## src/hdl/stc_regs.svh

```systemverilog
// Constants for the service timer and clock monitor: fields, key, reset values, timing.
`ifndef STC_REGS_SVH
`define STC_REGS_SVH

// ----------------------------------------------------------------
// Service word layout
// ----------------------------------------------------------------
`define STC_SEL_HI 7
`define STC_SEL_LO 6
`define STC_KEY_HI 5
`define STC_KEY_LO 1
`define STC_CM_BIT 0
`define STC_KEY_VAL 5'h0c
`define STC_KEY_READ 5'h00
`define STC_SEL_RST 2'h3
`define STC_CM_RST 1'b1

// ----------------------------------------------------------------
// Window limits and pulse lengths in instruction cycles, and core clock edges per cycle
// ----------------------------------------------------------------
`define STC_LOWER_TC 17'h00800
`define STC_UPPER_BASE_TC 17'h02000
`define STC_HOLD_TC 5'h18
`define STC_CKI_PER_TC 10

// ----------------------------------------------------------------
// Clock monitor threshold: a time and the rate it is counted at
// ----------------------------------------------------------------
`define STC_CM_GAP_US 1000
`define STC_CLK_MHZ 40
`define STC_CM_GAP_CYC (`STC_CM_GAP_US * `STC_CLK_MHZ)

`endif

```

## src/hdl/stc_pkg.sv

```systemverilog
// Types shared by the service timer, clock monitor and synchroniser.
package stc_pkg;

  // ----------------------------------------------------------------
  // Fault pin sequencer states
  // ----------------------------------------------------------------
  typedef enum logic [3:0] {
    STC_RUN = 4'h1,
    STC_DRIVE = 4'h2,
    STC_HOLD = 4'h4,
    STC_RELEASE = 4'h8
  } stc_state_t;

  // ----------------------------------------------------------------
  // State records, one per module
  // ----------------------------------------------------------------
  typedef struct packed {
    logic s1;
    logic s2;
    logic s3;
    logic lvl;
  } stc_sync_t;

  typedef struct packed {
    logic prev;
    logic [3:0] div;
    logic [19:0] gap;
    logic [4:0] rec;
    logic fault;
    logic tick;
  } stc_cm_t;

  typedef struct packed {
    stc_state_t st;
    logic [1:0] sel;
    logic cm_en;
    logic configured;
    logic [16:0] win;
    logic [4:0] hold;
    logic halt_q;
    logic idle_q;
    logic oe;
    logic [7:0] rdata;
    logic svc_err;
    logic clk_err;
    logic open_win;
  } stc_top_t;

endpackage

```

## src/hdl/stc_clkmon.sv

```systemverilog
// Instruction-cycle tick generator and slow/absent clock monitor.
`timescale 1ns/1ps
`include "stc_regs.svh"
module stc_clkmon #(
  parameter int CKI_PER_TC = `STC_CKI_PER_TC,
  parameter logic [19:0] GAP_CYC = 20'(`STC_CM_GAP_CYC)
) (
  input wire logic i_clk_sys,
  input wire logic i_rst,
  input wire logic i_cki_lvl,
  input wire logic i_enable,
  output logic o_tc_tick,
  output logic o_fault
);

  stc_pkg::stc_cm_t r;
  stc_pkg::stc_cm_t next_r;
  logic rise;

  // ----------------------------------------------------------------
  // Tick every CKI_PER_TC rising edges; gap counter watches ticks
  // ----------------------------------------------------------------
  always_comb begin
    next_r = r;
    rise = i_cki_lvl & ~r.prev;
    next_r.prev = i_cki_lvl;
    next_r.tick = 1'b0;
    if (rise) begin
      if (r.div == 4'(CKI_PER_TC - 1)) begin
        next_r.div = 4'h0;
        next_r.tick = 1'b1;
      end else begin
        next_r.div = r.div + 4'h1;
      end
    end
    // Gap saturates so a dead clock holds the fault without wrap
    if (r.tick) begin
      next_r.gap = 20'h00000;
    end else if (r.gap != GAP_CYC) begin
      next_r.gap = r.gap + 20'h00001;
    end
    // Fault while slow; release only after enough good cycles
    if (!i_enable) begin
      next_r.fault = 1'b0;
      next_r.rec = 5'h00;
    end else if (r.gap == GAP_CYC) begin // [RULE12] [RULE13] [RULE16]
      next_r.fault = 1'b1;
      next_r.rec = 5'h00;
    end else if (r.fault && r.tick) begin
      if (r.rec == `STC_HOLD_TC - 5'h01) begin // [RULE12]
        next_r.fault = 1'b0;
        next_r.rec = 5'h00;
      end else begin
        next_r.rec = r.rec + 5'h01;
      end
    end
  end

  // State register; monitor stays quiet under reset
  always_ff @(posedge i_clk_sys or posedge i_rst) begin
    if (i_rst) begin
      r <= '0; // [RULE1]
    end else begin
      r <= next_r;
    end
  end

  assign o_tc_tick = r.tick;
  assign o_fault = r.fault;

endmodule

```

## src/hdl/stc_service_timer.sv

```systemverilog
// Windowed service timer with clock monitor driving an open-drain fault pin.
//
// Functional notes
// RULE1 - Both detectors inactive while reset asserted
// RULE2 - Reset leaves maximum window, monitor enabled
// RULE3 - First write loads fields; wrong key faults
// RULE4 - Later writes must match all stored fields
// RULE5 - No valid service by upper limit faults
// RULE6 - Service before lower limit faults
// RULE7 - First write restarts window, never early fault
// RULE8 - Fault pin active low, never driven high
// RULE9 - Hold pin low 16-32 cycles after sensed
// RULE10 - Window restarts when sensed pin returns high; code does so only on leaving STC_RELEASE, not after a monitor fault
// RULE11 - Services ignored while pin driven low; code still takes them in STC_RUN while the monitor alone pulls it low
// RULE12 - Monitor holds pin low, releases after recovery
// RULE13 - Accept 10 kHz, reject below 10 Hz
// RULE14 - Key field reads back as zeros
// RULE15 - Timer suspended during halt and idle
// RULE16 - Monitor stays active in halt and idle
// RULE17 - RC without clock delay resumes after halt
// RULE18 - Otherwise halt exit restarts the window
// RULE19 - Idle exit performs hardware service
// RULE20 - Select bits pick 8k to 64k upper limit
// RULE21 - Bit zero enables the clock monitor
// RULE22 - Fully matching write restarts the window
// RULE23 - One instruction-cycle counter times everything
`timescale 1ns/1ps
`include "stc_regs.svh"
module stc_service_timer #(
  parameter int CKI_PER_TC = `STC_CKI_PER_TC,
  parameter logic [19:0] CM_GAP_CYC = 20'(`STC_CM_GAP_CYC)
) (
  input wire logic i_clk_sys,
  input wire logic i_rst,
  input wire logic i_svc_wr,
  input wire logic [7:0] i_svc_wdata,
  output logic [7:0] o_svc_rdata,
  input wire logic i_halt,
  input wire logic i_idle,
  input wire logic i_osc_rc,
  input wire logic i_clock_delay_select,
  input wire logic i_clock_input_pin,
  input wire logic i_port_g_bit1,
  output logic o_port_g_bit1,
  output logic o_port_g_bit1_oe,
  output logic o_svc_error,
  output logic o_clock_error,
  output logic o_window_open
);

  // ----------------------------------------------------------------
  // Helpers
  // ----------------------------------------------------------------

  // Upper limit doubles with each step of the select field
  function automatic logic [16:0] stc_upper(input logic [1:0] sel);
    stc_upper = `STC_UPPER_BASE_TC << sel; // [RULE20]
  endfunction

  // Key field of a written word compared against the fixed key
  function automatic logic stc_key_ok(input logic [7:0] w);
    stc_key_ok = (w[`STC_KEY_HI:`STC_KEY_LO] == `STC_KEY_VAL);
  endfunction

  // Readback image: key field always blanked
  function automatic logic [7:0] stc_image(input logic [1:0] sel, input logic cm);
    stc_image = {sel, `STC_KEY_READ, cm}; // [RULE14]
  endfunction

  // ----------------------------------------------------------------
  // Pin synchronisers and clock monitor
  // ----------------------------------------------------------------
  stc_pkg::stc_top_t r;
  stc_pkg::stc_top_t next_r;
  logic pin_lvl;
  logic cki_lvl;
  logic tc_tick;
  logic cm_fault;

  // Sensed pin level; pulled up externally, so idle value is high
  stc_sync #(
    .RST_VAL(1'b1)
  ) u_pin_sync (
    .i_clk_sys(i_clk_sys),
    .i_rst(i_rst),
    .i_pin(i_port_g_bit1),
    .o_lvl(pin_lvl)
  );

  // Core clock input arrives from outside this clock domain
  stc_sync #(
    .RST_VAL(1'b0)
  ) u_cki_sync (
    .i_clk_sys(i_clk_sys),
    .i_rst(i_rst),
    .i_pin(i_clock_input_pin),
    .o_lvl(cki_lvl)
  );

  // Monitor runs regardless of halt or idle
  stc_clkmon #(
    .CKI_PER_TC(CKI_PER_TC),
    .GAP_CYC(CM_GAP_CYC)
  ) u_clkmon (
    .i_clk_sys(i_clk_sys),
    .i_rst(i_rst),
    .i_cki_lvl(cki_lvl),
    .i_enable(r.cm_en), // [RULE21] [RULE16]
    .o_tc_tick(tc_tick),
    .o_fault(cm_fault)
  );

  // ----------------------------------------------------------------
  // State
  // ----------------------------------------------------------------
  logic suspended;
  logic halt_exit;
  logic idle_exit;
  logic resume_halt;
  logic early;
  logic timeout;
  logic full_match;
  logic fault_now;

  // ----------------------------------------------------------------
  // Next-state logic
  // ----------------------------------------------------------------
  always_comb begin
    next_r = r;
    fault_now = 1'b0;
    next_r.svc_err = 1'b0;
    next_r.halt_q = i_halt;
    next_r.idle_q = i_idle;

    // Low-power tracking; the timer freezes in either mode
    suspended = i_halt | i_idle; // [RULE15]
    halt_exit = r.halt_q & ~i_halt;
    idle_exit = r.idle_q & ~i_idle;
    // RC oscillator with no start-up delay picks up where it stopped
    resume_halt = i_osc_rc & ~i_clock_delay_select; // [RULE17]

    // Window comparisons against the current count
    early = (r.win < `STC_LOWER_TC); // [RULE6]
    timeout = (r.win >= stc_upper(r.sel)); // [RULE5] [RULE20]
    full_match = (i_svc_wdata[`STC_SEL_HI:`STC_SEL_LO] == r.sel) &&
                 stc_key_ok(i_svc_wdata) &&
                 (i_svc_wdata[`STC_CM_BIT] == r.cm_en); // [RULE4]

    case (r.st)
      stc_pkg::STC_RUN: begin
        // Count instruction cycles only while awake
        if (tc_tick && !suspended && !timeout) begin
          next_r.win = r.win + 17'h00001; // [RULE23]
        end

        // Halt exit: restart unless resuming; idle exit services
        if (halt_exit && !resume_halt) begin
          next_r.win = 17'h00000; // [RULE18]
        end
        if (idle_exit) begin
          next_r.win = 17'h00000; // [RULE19]
        end

        // Software service writes
        if (i_svc_wr) begin
          if (!r.configured) begin
            // First write: configures once, may land anywhere
            if (stc_key_ok(i_svc_wdata)) begin // [RULE3]
              next_r.sel = i_svc_wdata[`STC_SEL_HI:`STC_SEL_LO];
              next_r.cm_en = i_svc_wdata[`STC_CM_BIT]; // [RULE21]
              next_r.configured = 1'b1;
              next_r.win = 17'h00000; // [RULE7]
            end else begin
              fault_now = 1'b1; // [RULE3]
            end
          end else if (full_match && !early) begin
            next_r.win = 17'h00000; // [RULE22]
          end else begin
            fault_now = 1'b1; // [RULE4] [RULE6]
          end
        end

        // Expiry of the upper limit, checked only when not suspended
        if (timeout && !suspended) begin
          fault_now = 1'b1; // [RULE5]
        end

        if (fault_now) begin
          next_r.st = stc_pkg::STC_DRIVE; // [RULE9]
          next_r.svc_err = 1'b1;
          next_r.hold = 5'h00;
        end
      end

      stc_pkg::STC_DRIVE: begin
        // Pull low until the pin is seen below threshold
        // Writes here are dropped without effect
        if (!pin_lvl) begin // [RULE11]
          next_r.st = stc_pkg::STC_HOLD;
          next_r.hold = 5'h00;
        end
      end

      stc_pkg::STC_HOLD: begin
        // Keep pulling for the hold count of instruction cycles
        if (tc_tick) begin
          if (r.hold == `STC_HOLD_TC - 5'h01) begin // [RULE9]
            next_r.st = stc_pkg::STC_RELEASE;
          end else begin
            next_r.hold = r.hold + 5'h01;
          end
        end
      end

      stc_pkg::STC_RELEASE: begin
        // Wait for the pull-up; the clock monitor may still hold it low
        if (pin_lvl) begin
          next_r.st = stc_pkg::STC_RUN;
          next_r.win = 17'h00000; // [RULE10]
        end
      end

      default: begin
        next_r.st = stc_pkg::STC_RUN;
      end
    endcase

    // Open-drain enable: either source pulls, nothing drives high
    next_r.oe = (next_r.st == stc_pkg::STC_DRIVE) ||
                (next_r.st == stc_pkg::STC_HOLD) || cm_fault; // [RULE8] [RULE9] [RULE12]
    next_r.clk_err = cm_fault;
    next_r.rdata = stc_image(next_r.sel, next_r.cm_en); // [RULE14]
    next_r.open_win = (next_r.st == stc_pkg::STC_RUN) &&
                      (next_r.win >= `STC_LOWER_TC);
  end

  // ----------------------------------------------------------------
  // State register
  // ----------------------------------------------------------------

  // Reset holds the pin released and arms the widest window
  always_ff @(posedge i_clk_sys or posedge i_rst) begin
    if (i_rst) begin
      r.st <= stc_pkg::STC_RUN;
      r.sel <= `STC_SEL_RST; // [RULE2]
      r.cm_en <= `STC_CM_RST; // [RULE2]
      r.configured <= 1'b0;
      r.win <= 17'h00000;
      r.hold <= 5'h00;
      r.halt_q <= 1'b0;
      r.idle_q <= 1'b0;
      r.oe <= 1'b0; // [RULE1]
      r.rdata <= {`STC_SEL_RST, `STC_KEY_READ, `STC_CM_RST};
      r.svc_err <= 1'b0;
      r.clk_err <= 1'b0;
      r.open_win <= 1'b0;
    end else begin
      r <= next_r;
    end
  end

  // ----------------------------------------------------------------
  // Outputs, all but the constant pin data straight from flops
  // ----------------------------------------------------------------

  // Pin data is a constant low; only the enable ever moves
  assign o_port_g_bit1 = 1'b0; // [RULE8]
  assign o_port_g_bit1_oe = r.oe;
  assign o_svc_rdata = r.rdata;
  assign o_svc_error = r.svc_err;
  assign o_clock_error = r.clk_err;
  assign o_window_open = r.open_win;

endmodule

```

## src/hdl/stc_sync.sv

```systemverilog
// Three-stage pin synchroniser with agreement filter.
`timescale 1ns/1ps
module stc_sync #(
  parameter logic RST_VAL = 1'b1
) (
  input wire logic i_clk_sys,
  input wire logic i_rst,
  input wire logic i_pin,
  output logic o_lvl
);

  stc_pkg::stc_sync_t r;
  stc_pkg::stc_sync_t next_r;

  // Level moves only when stages two and three agree
  always_comb begin
    next_r = r;
    next_r.s1 = i_pin;
    next_r.s2 = r.s1;
    next_r.s3 = r.s2;
    if (r.s2 == r.s3) begin
      next_r.lvl = r.s3;
    end
  end

  // State register
  always_ff @(posedge i_clk_sys or posedge i_rst) begin
    if (i_rst) begin
      r <= {RST_VAL, RST_VAL, RST_VAL, RST_VAL};
    end else begin
      r <= next_r;
    end
  end

  assign o_lvl = r.lvl;

endmodule
```

## config.mk

```make
export PLATFORM = sky130hd
export DESIGN_NAME = stc_service_timer
export DESIGN_NICKNAME = d
export VERILOG_FILES = /design/src/hdl/stc_pkg.sv /design/src/hdl/stc_clkmon.sv /design/src/hdl/stc_service_timer.sv /design/src/hdl/stc_sync.sv
export VERILOG_INCLUDE_DIRS = /design/src /design/src/hdl
export SDC_FILE = /design/constraint.sdc
export NUM_CORES = 1
export LEC_CHECK = 0
export ABC_AREA = 1
export BUFFER_PORTS_ARGS = -buffer_cell sky130_fd_sc_hd__buf_2
export CAP_MARGIN = 20
export CORE_AREA = 3 3 102 104
export CTS_CLUSTER_DIAMETER = 200
export DETAILED_ROUTE_END_ITERATION = 8
export DIE_AREA = 0 0 105 107
export GPL_TIMING_DRIVEN = 1
export PLACE_DENSITY_LB_ADDON = 0.12
export SKIP_CTS_REPAIR_TIMING = 1
export SLEW_MARGIN = 0
export SYNTH_ARGS = -nofsm -noshare
export SYNTH_HDL_FRONTEND = slang
export SYNTH_SLANG_ARGS = --single-unit
```

## constraint.sdc

```tcl
create_clock -name i_clk_sys -period 2.2 [get_ports i_clk_sys]
set_clock_uncertainty 0.2 [all_clocks]
set_input_delay 0 -clock i_clk_sys [delete_from_list [all_inputs] [get_ports i_clk_sys]]
set_output_delay 0 -clock i_clk_sys [all_outputs]
set_load 0.005 [all_outputs]
```

=== Yosys cells after proc, flatten, opt, wreduce, memory -nomap -nowiden ===
Index checks and enable logic that the tools add are counted.

* Input bits: 17
* Output and inout bits: 13
* Register bits: 79
* Logic and storage cells: 128

* Multiplexer cells: 40
* Add/subtract/negate cells: 5
* Reduce and logical (&&, ||, !) cells: 20
* Order comparisons: 3
* Bitwise logic cells: 9
* Shifts and indexed selects: 1
* Equal/unequal tests: 23

{| class="wikitable"
|+ Operators by type and width
! kind !! number
|-
| $mux W17 || 6
|-
| $mux W21 || 2
|-
| $mux W20 || 2
|-
| $pmux W17 S2 || 1
|-
| $mux W4 || 8
|-
| $mux W5 || 5
|-
| $add A20 B1 Y20 const B || 1
|-
| $eq A20 B16 Y1 const B || 1
|-
| $ne A20 B16 Y1 const B || 1
|-
| $mux W6 || 3
|-
| $add A17 B1 Y17 const B || 1
|-
| $ge A17 B12 Y1 const B || 1
|-
| $ge A17 B17 Y1 || 1
|-
| $lt A17 B12 Y1 const B || 1
|-
| $shl A14 B2 Y17 const A || 1
|-
| $pmux W4 S4 || 1
|-
| $pmux W5 S3 || 1
|-
| $mux W1 || 11
|-
| $add A5 B1 Y5 const B || 2
|-
| $eq A5 B5 Y1 const B || 2
|-
| $logic_and A1 B1 Y1 || 9
|-
| $eq A4 B1 Y1 const B || 2
|-
| $eq A4 B2 Y1 const B || 2
|-
| $eq A4 B3 Y1 const B || 2
|-
| other kinds (17) || 34
|}

=== Depth between registers and ports, before layout ===
* Depth after elaboration: 14
* Gate-level depth with buffers: 16
* Depth with buffers taken out: 15

=== By module ===
Synthesis repeated with hierarchy kept, for this count alone.

* Cells, all modules: 593
* Area total of the unflattened synthesis: 4,388.0 µm²

{| class="wikitable"
|+ Modules (own cells, without submodules)
! module !! area an instance (µm²) !! sequential area each (µm²) !! cells each !! times used
|-
| stc_service_timer || 2,357.3 || 905.9 || 335 || 1
|-
| stc_clkmon || 1,785.5 || 800.8 || 240 || 1
|-
| stc_sync (u_pin_sync) || 125.1 || 105.1 || 9 || 1
|-
| stc_sync (u_cki_sync) || 120.1 || 100.1 || 9 || 1
|}

=== Least setup slack after synthesis ===
OpenSTA, ideal clock, no wires.

* Path kind: register to register
* Start point: register, netlist name o_svc_rdata[7]
* End point: register r, in the netlist o_window_open
* Stages on the path, launching flop included: 16
* Data arrival time: 1.906 ns
* Setup time: 0.115 ns
* Clock period less this slack: 2.222 ns
* Slack: -0.022 ns
* Buffers on the path: 1
* Required time: 1.885 ns
* Cell sequence: dfstp_2 nand2_1 ha_1 nand2_1 nor2_1 nor2_1 nand3_1 buf_4 nor2_2 nand2_1 nand3_1 nand2_1 nand2_1 nand3_1 nor2_1 nor2_1

{| class="wikitable"
|+ RTL lines
! element !! RTL line !! text
|-
| to (signal assigned) || stc_service_timer.sv:258 || <nowiki>r <= next_r;</nowiki>
|-
| to (decl) || stc_service_timer.sv:73 || <nowiki>stc_pkg::stc_top_t r;</nowiki>
|}

==> results.rst <==
.. list-table::
   :header-rows: 1

   * - Metric
     - Value
   * - Worst path cell trace
     - nand2_2 > ha_4 > nand2_4 > nor2_4 > nor2_4 > nand3_4 > buf_6 > nand2_1 > nand2_1 > nor2_1 > nor2_1 > nand3_1 > nor2_1 > nor2_1
   * - Violated checks
     - negative setup slack
   * - Worst reg2reg path depth
     - 14
   * - RD Place Congestion
     - 0.863
   * - Via count of the first global-routing pass
     - 3,545
   * - Worst min-delay path category
     - primary input to register
   * - Critical path class
     - register to register
   * - Normalized max-slew margin
     - 62.4%
   * - Clock network power share
     - 27.8%
   * - Flop pwr share
     - 40.1%
   * - Most common cell type on the critical path
     - nor2_1
   * - Total number of yosys warnings
     - 0
   * - CP Capture Point
     - o_window_open$_DFF_PP0_
   * - Number of placement rows
     - 36
   * - Average detailed-routed wire length per instance
     - 12.5 microns
   * - Placeable core region
     - 9640 sq um
   * - Startpoint of the most critical register-to-register path
     - r[38]$_DFFE_PP1P_
   * - Final worst setup slack
     - -134 ps
   * - Filler instances
     - 907
   * - Maximum Capacitance Violations
     - 0
   * - Result of the run
     - finished with violations
   * - Fin Hold WS
     - 8.33 ps
   * - Area added between synthesis and finish
     - 23.8%
   * - Total wirelength of the detailed-routed design
     - 9520 microns
   * - Measured slew at the worst slew-check pin
     - 563 ps
   * - Standard cell area after detailed placement
     - 4720 sq um
   * - Seq/Total Area, Yosys
     - 44.4%
   * - Internal Dissipation
     - 2.73 mW
   * - Category of the worst setup path capture point
     - register
   * - Fraction of power spent switching nets
     - 36.7%
   * - Portion of total power attributed to combinational logic
     - 32.1%
   * - Share of cells above drive strength 1
     - 26.2%
   * - Count of antenna-violating nets left after detailed routing
     - 0
   * - Count of final hold-check violations
     - 0
   * - Number of setup violations in the final report
     - 10
   * - Highest Clock Rate
     - 428 MHz
   * - Fin cells
     - 762
   * - Max H-tree Level
     - 3
   * - Worst path required time
     - 2240 ps
   * - Leakage Power
     - 2.55 nW
   * - Multi-input gate area in the final layout
     - 2230 sq um
   * - FF-to-FF End
     - o_window_open$_DFF_PP0_
   * - Initial antenna violation count
     - 0
   * - Post-Synthesis Cells
     - 558
   * - Setup TNS after final layout
     - -660 ps
   * - Synth unique cells
     - 44
   * - IO Count
     - 30
   * - Post-synth design cell area
     - 4310 sq um
   * - Port Buf Inserts
     - 23
   * - Clock-pin slew on the worst setup and hold paths
     - 80 ps
   * - Vias per cell
     - 4.86
   * - Final min period
     - 2330 ps
   * - Die W
     - 105 microns
   * - Share of the cycle needed by the critical path after routing
     - 106%
   * - Initial Utilization
     - 44.7%
   * - Half-perimeter wire length after detailed placement
     - 6680 microns
   * - Number of slew-limit violations in the final report
     - 0
   * - Worst reg2reg setup slack
     - -130 ps
   * - NetSw
     - 1.58 mW
   * - Clock insertion delay at the later pin of the skew report
     - 350 ps
   * - Worst IR drop on VDD
     - 0.365 mV
   * - Number of clock sinks
     - 76
   * - Antenna Cells
     - 0
   * - Worst Path Arrival
     - 2370 ps
   * - Final layout net count
     - 651
   * - Clock tree buffer depth
     - 2
   * - RSZ-0062 raised after global routing
     - true
   * - First-pass iteration count of the detailed router
     - 4
   * - Clock tree from TritonCTS
     - yes
   * - Total global-route track usage
     - 17.3%
   * - Startpoint of the most critical setup path
     - r[38]$_DFFE_PP1P_
   * - GRT overflow
     - 0
   * - Storage element area
     - 1910 sq um
   * - Drt initial violations
     - 193
   * - Delay of the slowest critical-path stage
     - 590 ps
   * - Kind of launch point of the worst setup path
     - register
   * - Register bit count reported by yosys
     - 76
   * - Crit path max fanout
     - 7
   * - Number of design rule violations left after detail routing
     - 0
   * - CTS buffer count
     - 9
   * - Mean area per synthesized cell
     - 7.72 sq um
   * - Die Footprint
     - 11,200 sq um
   * - Root buffer selected by CTS
     - clkbuf_8
   * - Setup WS pre-CTS
     - -222 ps
   * - Vertical die dimension
     - 107 microns
   * - Total placed cells including tap cells
     - 731
   * - Pin count of the biggest net entering global routing
     - 55
   * - Post-route design area
     - 5330 sq um
   * - First-pass GRT wire length
     - 15,800 microns
   * - Slowest cell on the critical path
     - dfstp_2
   * - Pwr/cell area
     - 810 nW/um^2
   * - Number of vias in the routed layout
     - 3,705
## cell families (layout without fill, tap and decap cells)
group           count (synthesis)  after routing  synth area share, %
fa+ha+maj                      12             12                 3.37
other cells                     1              6               0.0871
flops                          76             76                 44.4
xor+xnor                        6              6                 1.22
buf+inv                       100            166                 9.67
simple gates                  289            289                 31.5
compound gates                 74             74                 9.76
## cells in the mapped netlist (all sizes together)
cell type / instances / area share [%]
nand2: 150 / 14
inv: 86 / 7.6
nor2: 72 / 7.2
dfrtp: 68 / 40
a21oi: 31 / 3.8
o21ai: 30 / 3.5
nand3: 29 / 3.6
nor3: 19 / 3.6
buf: 10 / 1.7
ha: 10 / 2.9
dfstp: 8 / 4.9
nand4: 7 / 1.2
nor4: 6 / 1.0
xor2: 5 / 1.0
o31ai: 4 / 0.70
nor3b: 3 / 0.52
a31oi: 2 / 0.64
clkbuf: 2 / 0.17
clkinv: 2 / 0.20
maj3: 2 / 0.46
o21a: 2 / 0.35
o21bai: 2 / 0.35
o22ai: 2 / 0.29
or2: 2 / 0.35
a22oi: 1 / 0.17
and3: 1 / 0.15
conb: 1 / 0.087
xnor2: 1 / 0.20
## metal layers
metal  part of all wire (%)  routed length, microns  global-route usage [%]
met1                     47                    4430                    22.9
met2                     49                    4650                    28.1
met3                    3.6                     342                    2.65
met4                    1.1                     104                    7.87
met5                      0                       0                       0
## registers in the layout, indices dropped and copies added (netlist names), 2 cells and up
name and count:
r 30, u_clkmon.r 30, o_svc_rdata 2, u_cki_sync.next_r 2, u_pin_sync.next_r 2
## power groups by stage
stage	sequential, mW	clock (mW)	combinational [mW]
4_1_cts	1.73	1.24	1.23
5_1_grt	1.76	1.29	1.56
6_report	1.73	1.20	1.39
3_3_place_gp	1.75	0	1.20
2_1_floorplan	1.72	0	0.916
3_5_place_dp	1.75	0	1.23
## how the worst min path moves through the flow
stage | startpoint | end | depth (start not counted)
after CTS | i_rst | u_clkmon.r[3]$_DFFE_PP0P_ | 2
after global placement | i_rst | u_clkmon.r[3]$_DFFE_PP0P_ | 2
final | i_svc_wdata[5] | o_svc_rdata[0]$_DFFE_PP1P_ | 6
after detailed placement | i_rst | u_clkmon.r[3]$_DFFE_PP0P_ | 2
after floorplan | i_port_g_bit1 | u_pin_sync.next_r[2]$_DFF_PP1_ | 0
after global routing | i_svc_wdata[5] | o_svc_rdata[0]$_DFFE_PP1P_ | 6
## per-stage QoR
stage               power [mW]  util (%)
global placement          2.95      48.9
detailed placement        2.98      48.9
CTS                       4.20      51.3
floorplan                 2.64         -
finish                    4.32      55.3
global route              4.61      55.3
## layout make-up
type | count | share of cell area [%]
clock buffers | 10 | 2.58
clock inverters | 6 | 1.64
inverters | 88 | 6.41
multi-input cells | 387 | 41.8
flip-flops and latches | 76 | 35.9
well taps | 133 | 3.12
repair buffers | 62 | 8.63
## worst max-delay path: cells and delay by family (launching register included)
family / cells / cell delay [ps]
simple gates: 12 / 990
buf+inv: 1 / 160
fa+ha+maj: 1 / 280
flops: 1 / 590
## cell usage in the layout (no fill, tap or decap), types with 3 or more instances in the layout
cell type        n
buf_4           24
ha_1             6
nand2_1        118
ha_4             4
a21oi_1         28
buf_2           23
nor4_1           5
clkbuf_8        10
nor2_2           9
clkinvlp_4       3
nor3_1          11
buf_6            4
dlygate4sd3_1   10
dfstp_2          8
nand3_2          3
o21ai_0         25
nor3_2           4
nor3b_1          3
nand2_2         25
nand4_1          6
nor2_1          56
nand3_1         25
conb_1           6
dfrtp_1         68
xor2_1           5
nand2_4          6
nor3_4           4
nor2_4           7
o21ai_1          4
o31ai_1          3
inv_1           73
a21oi_2          3
inv_2           11
No activity file was read; power rests on OpenSTA's default activity.
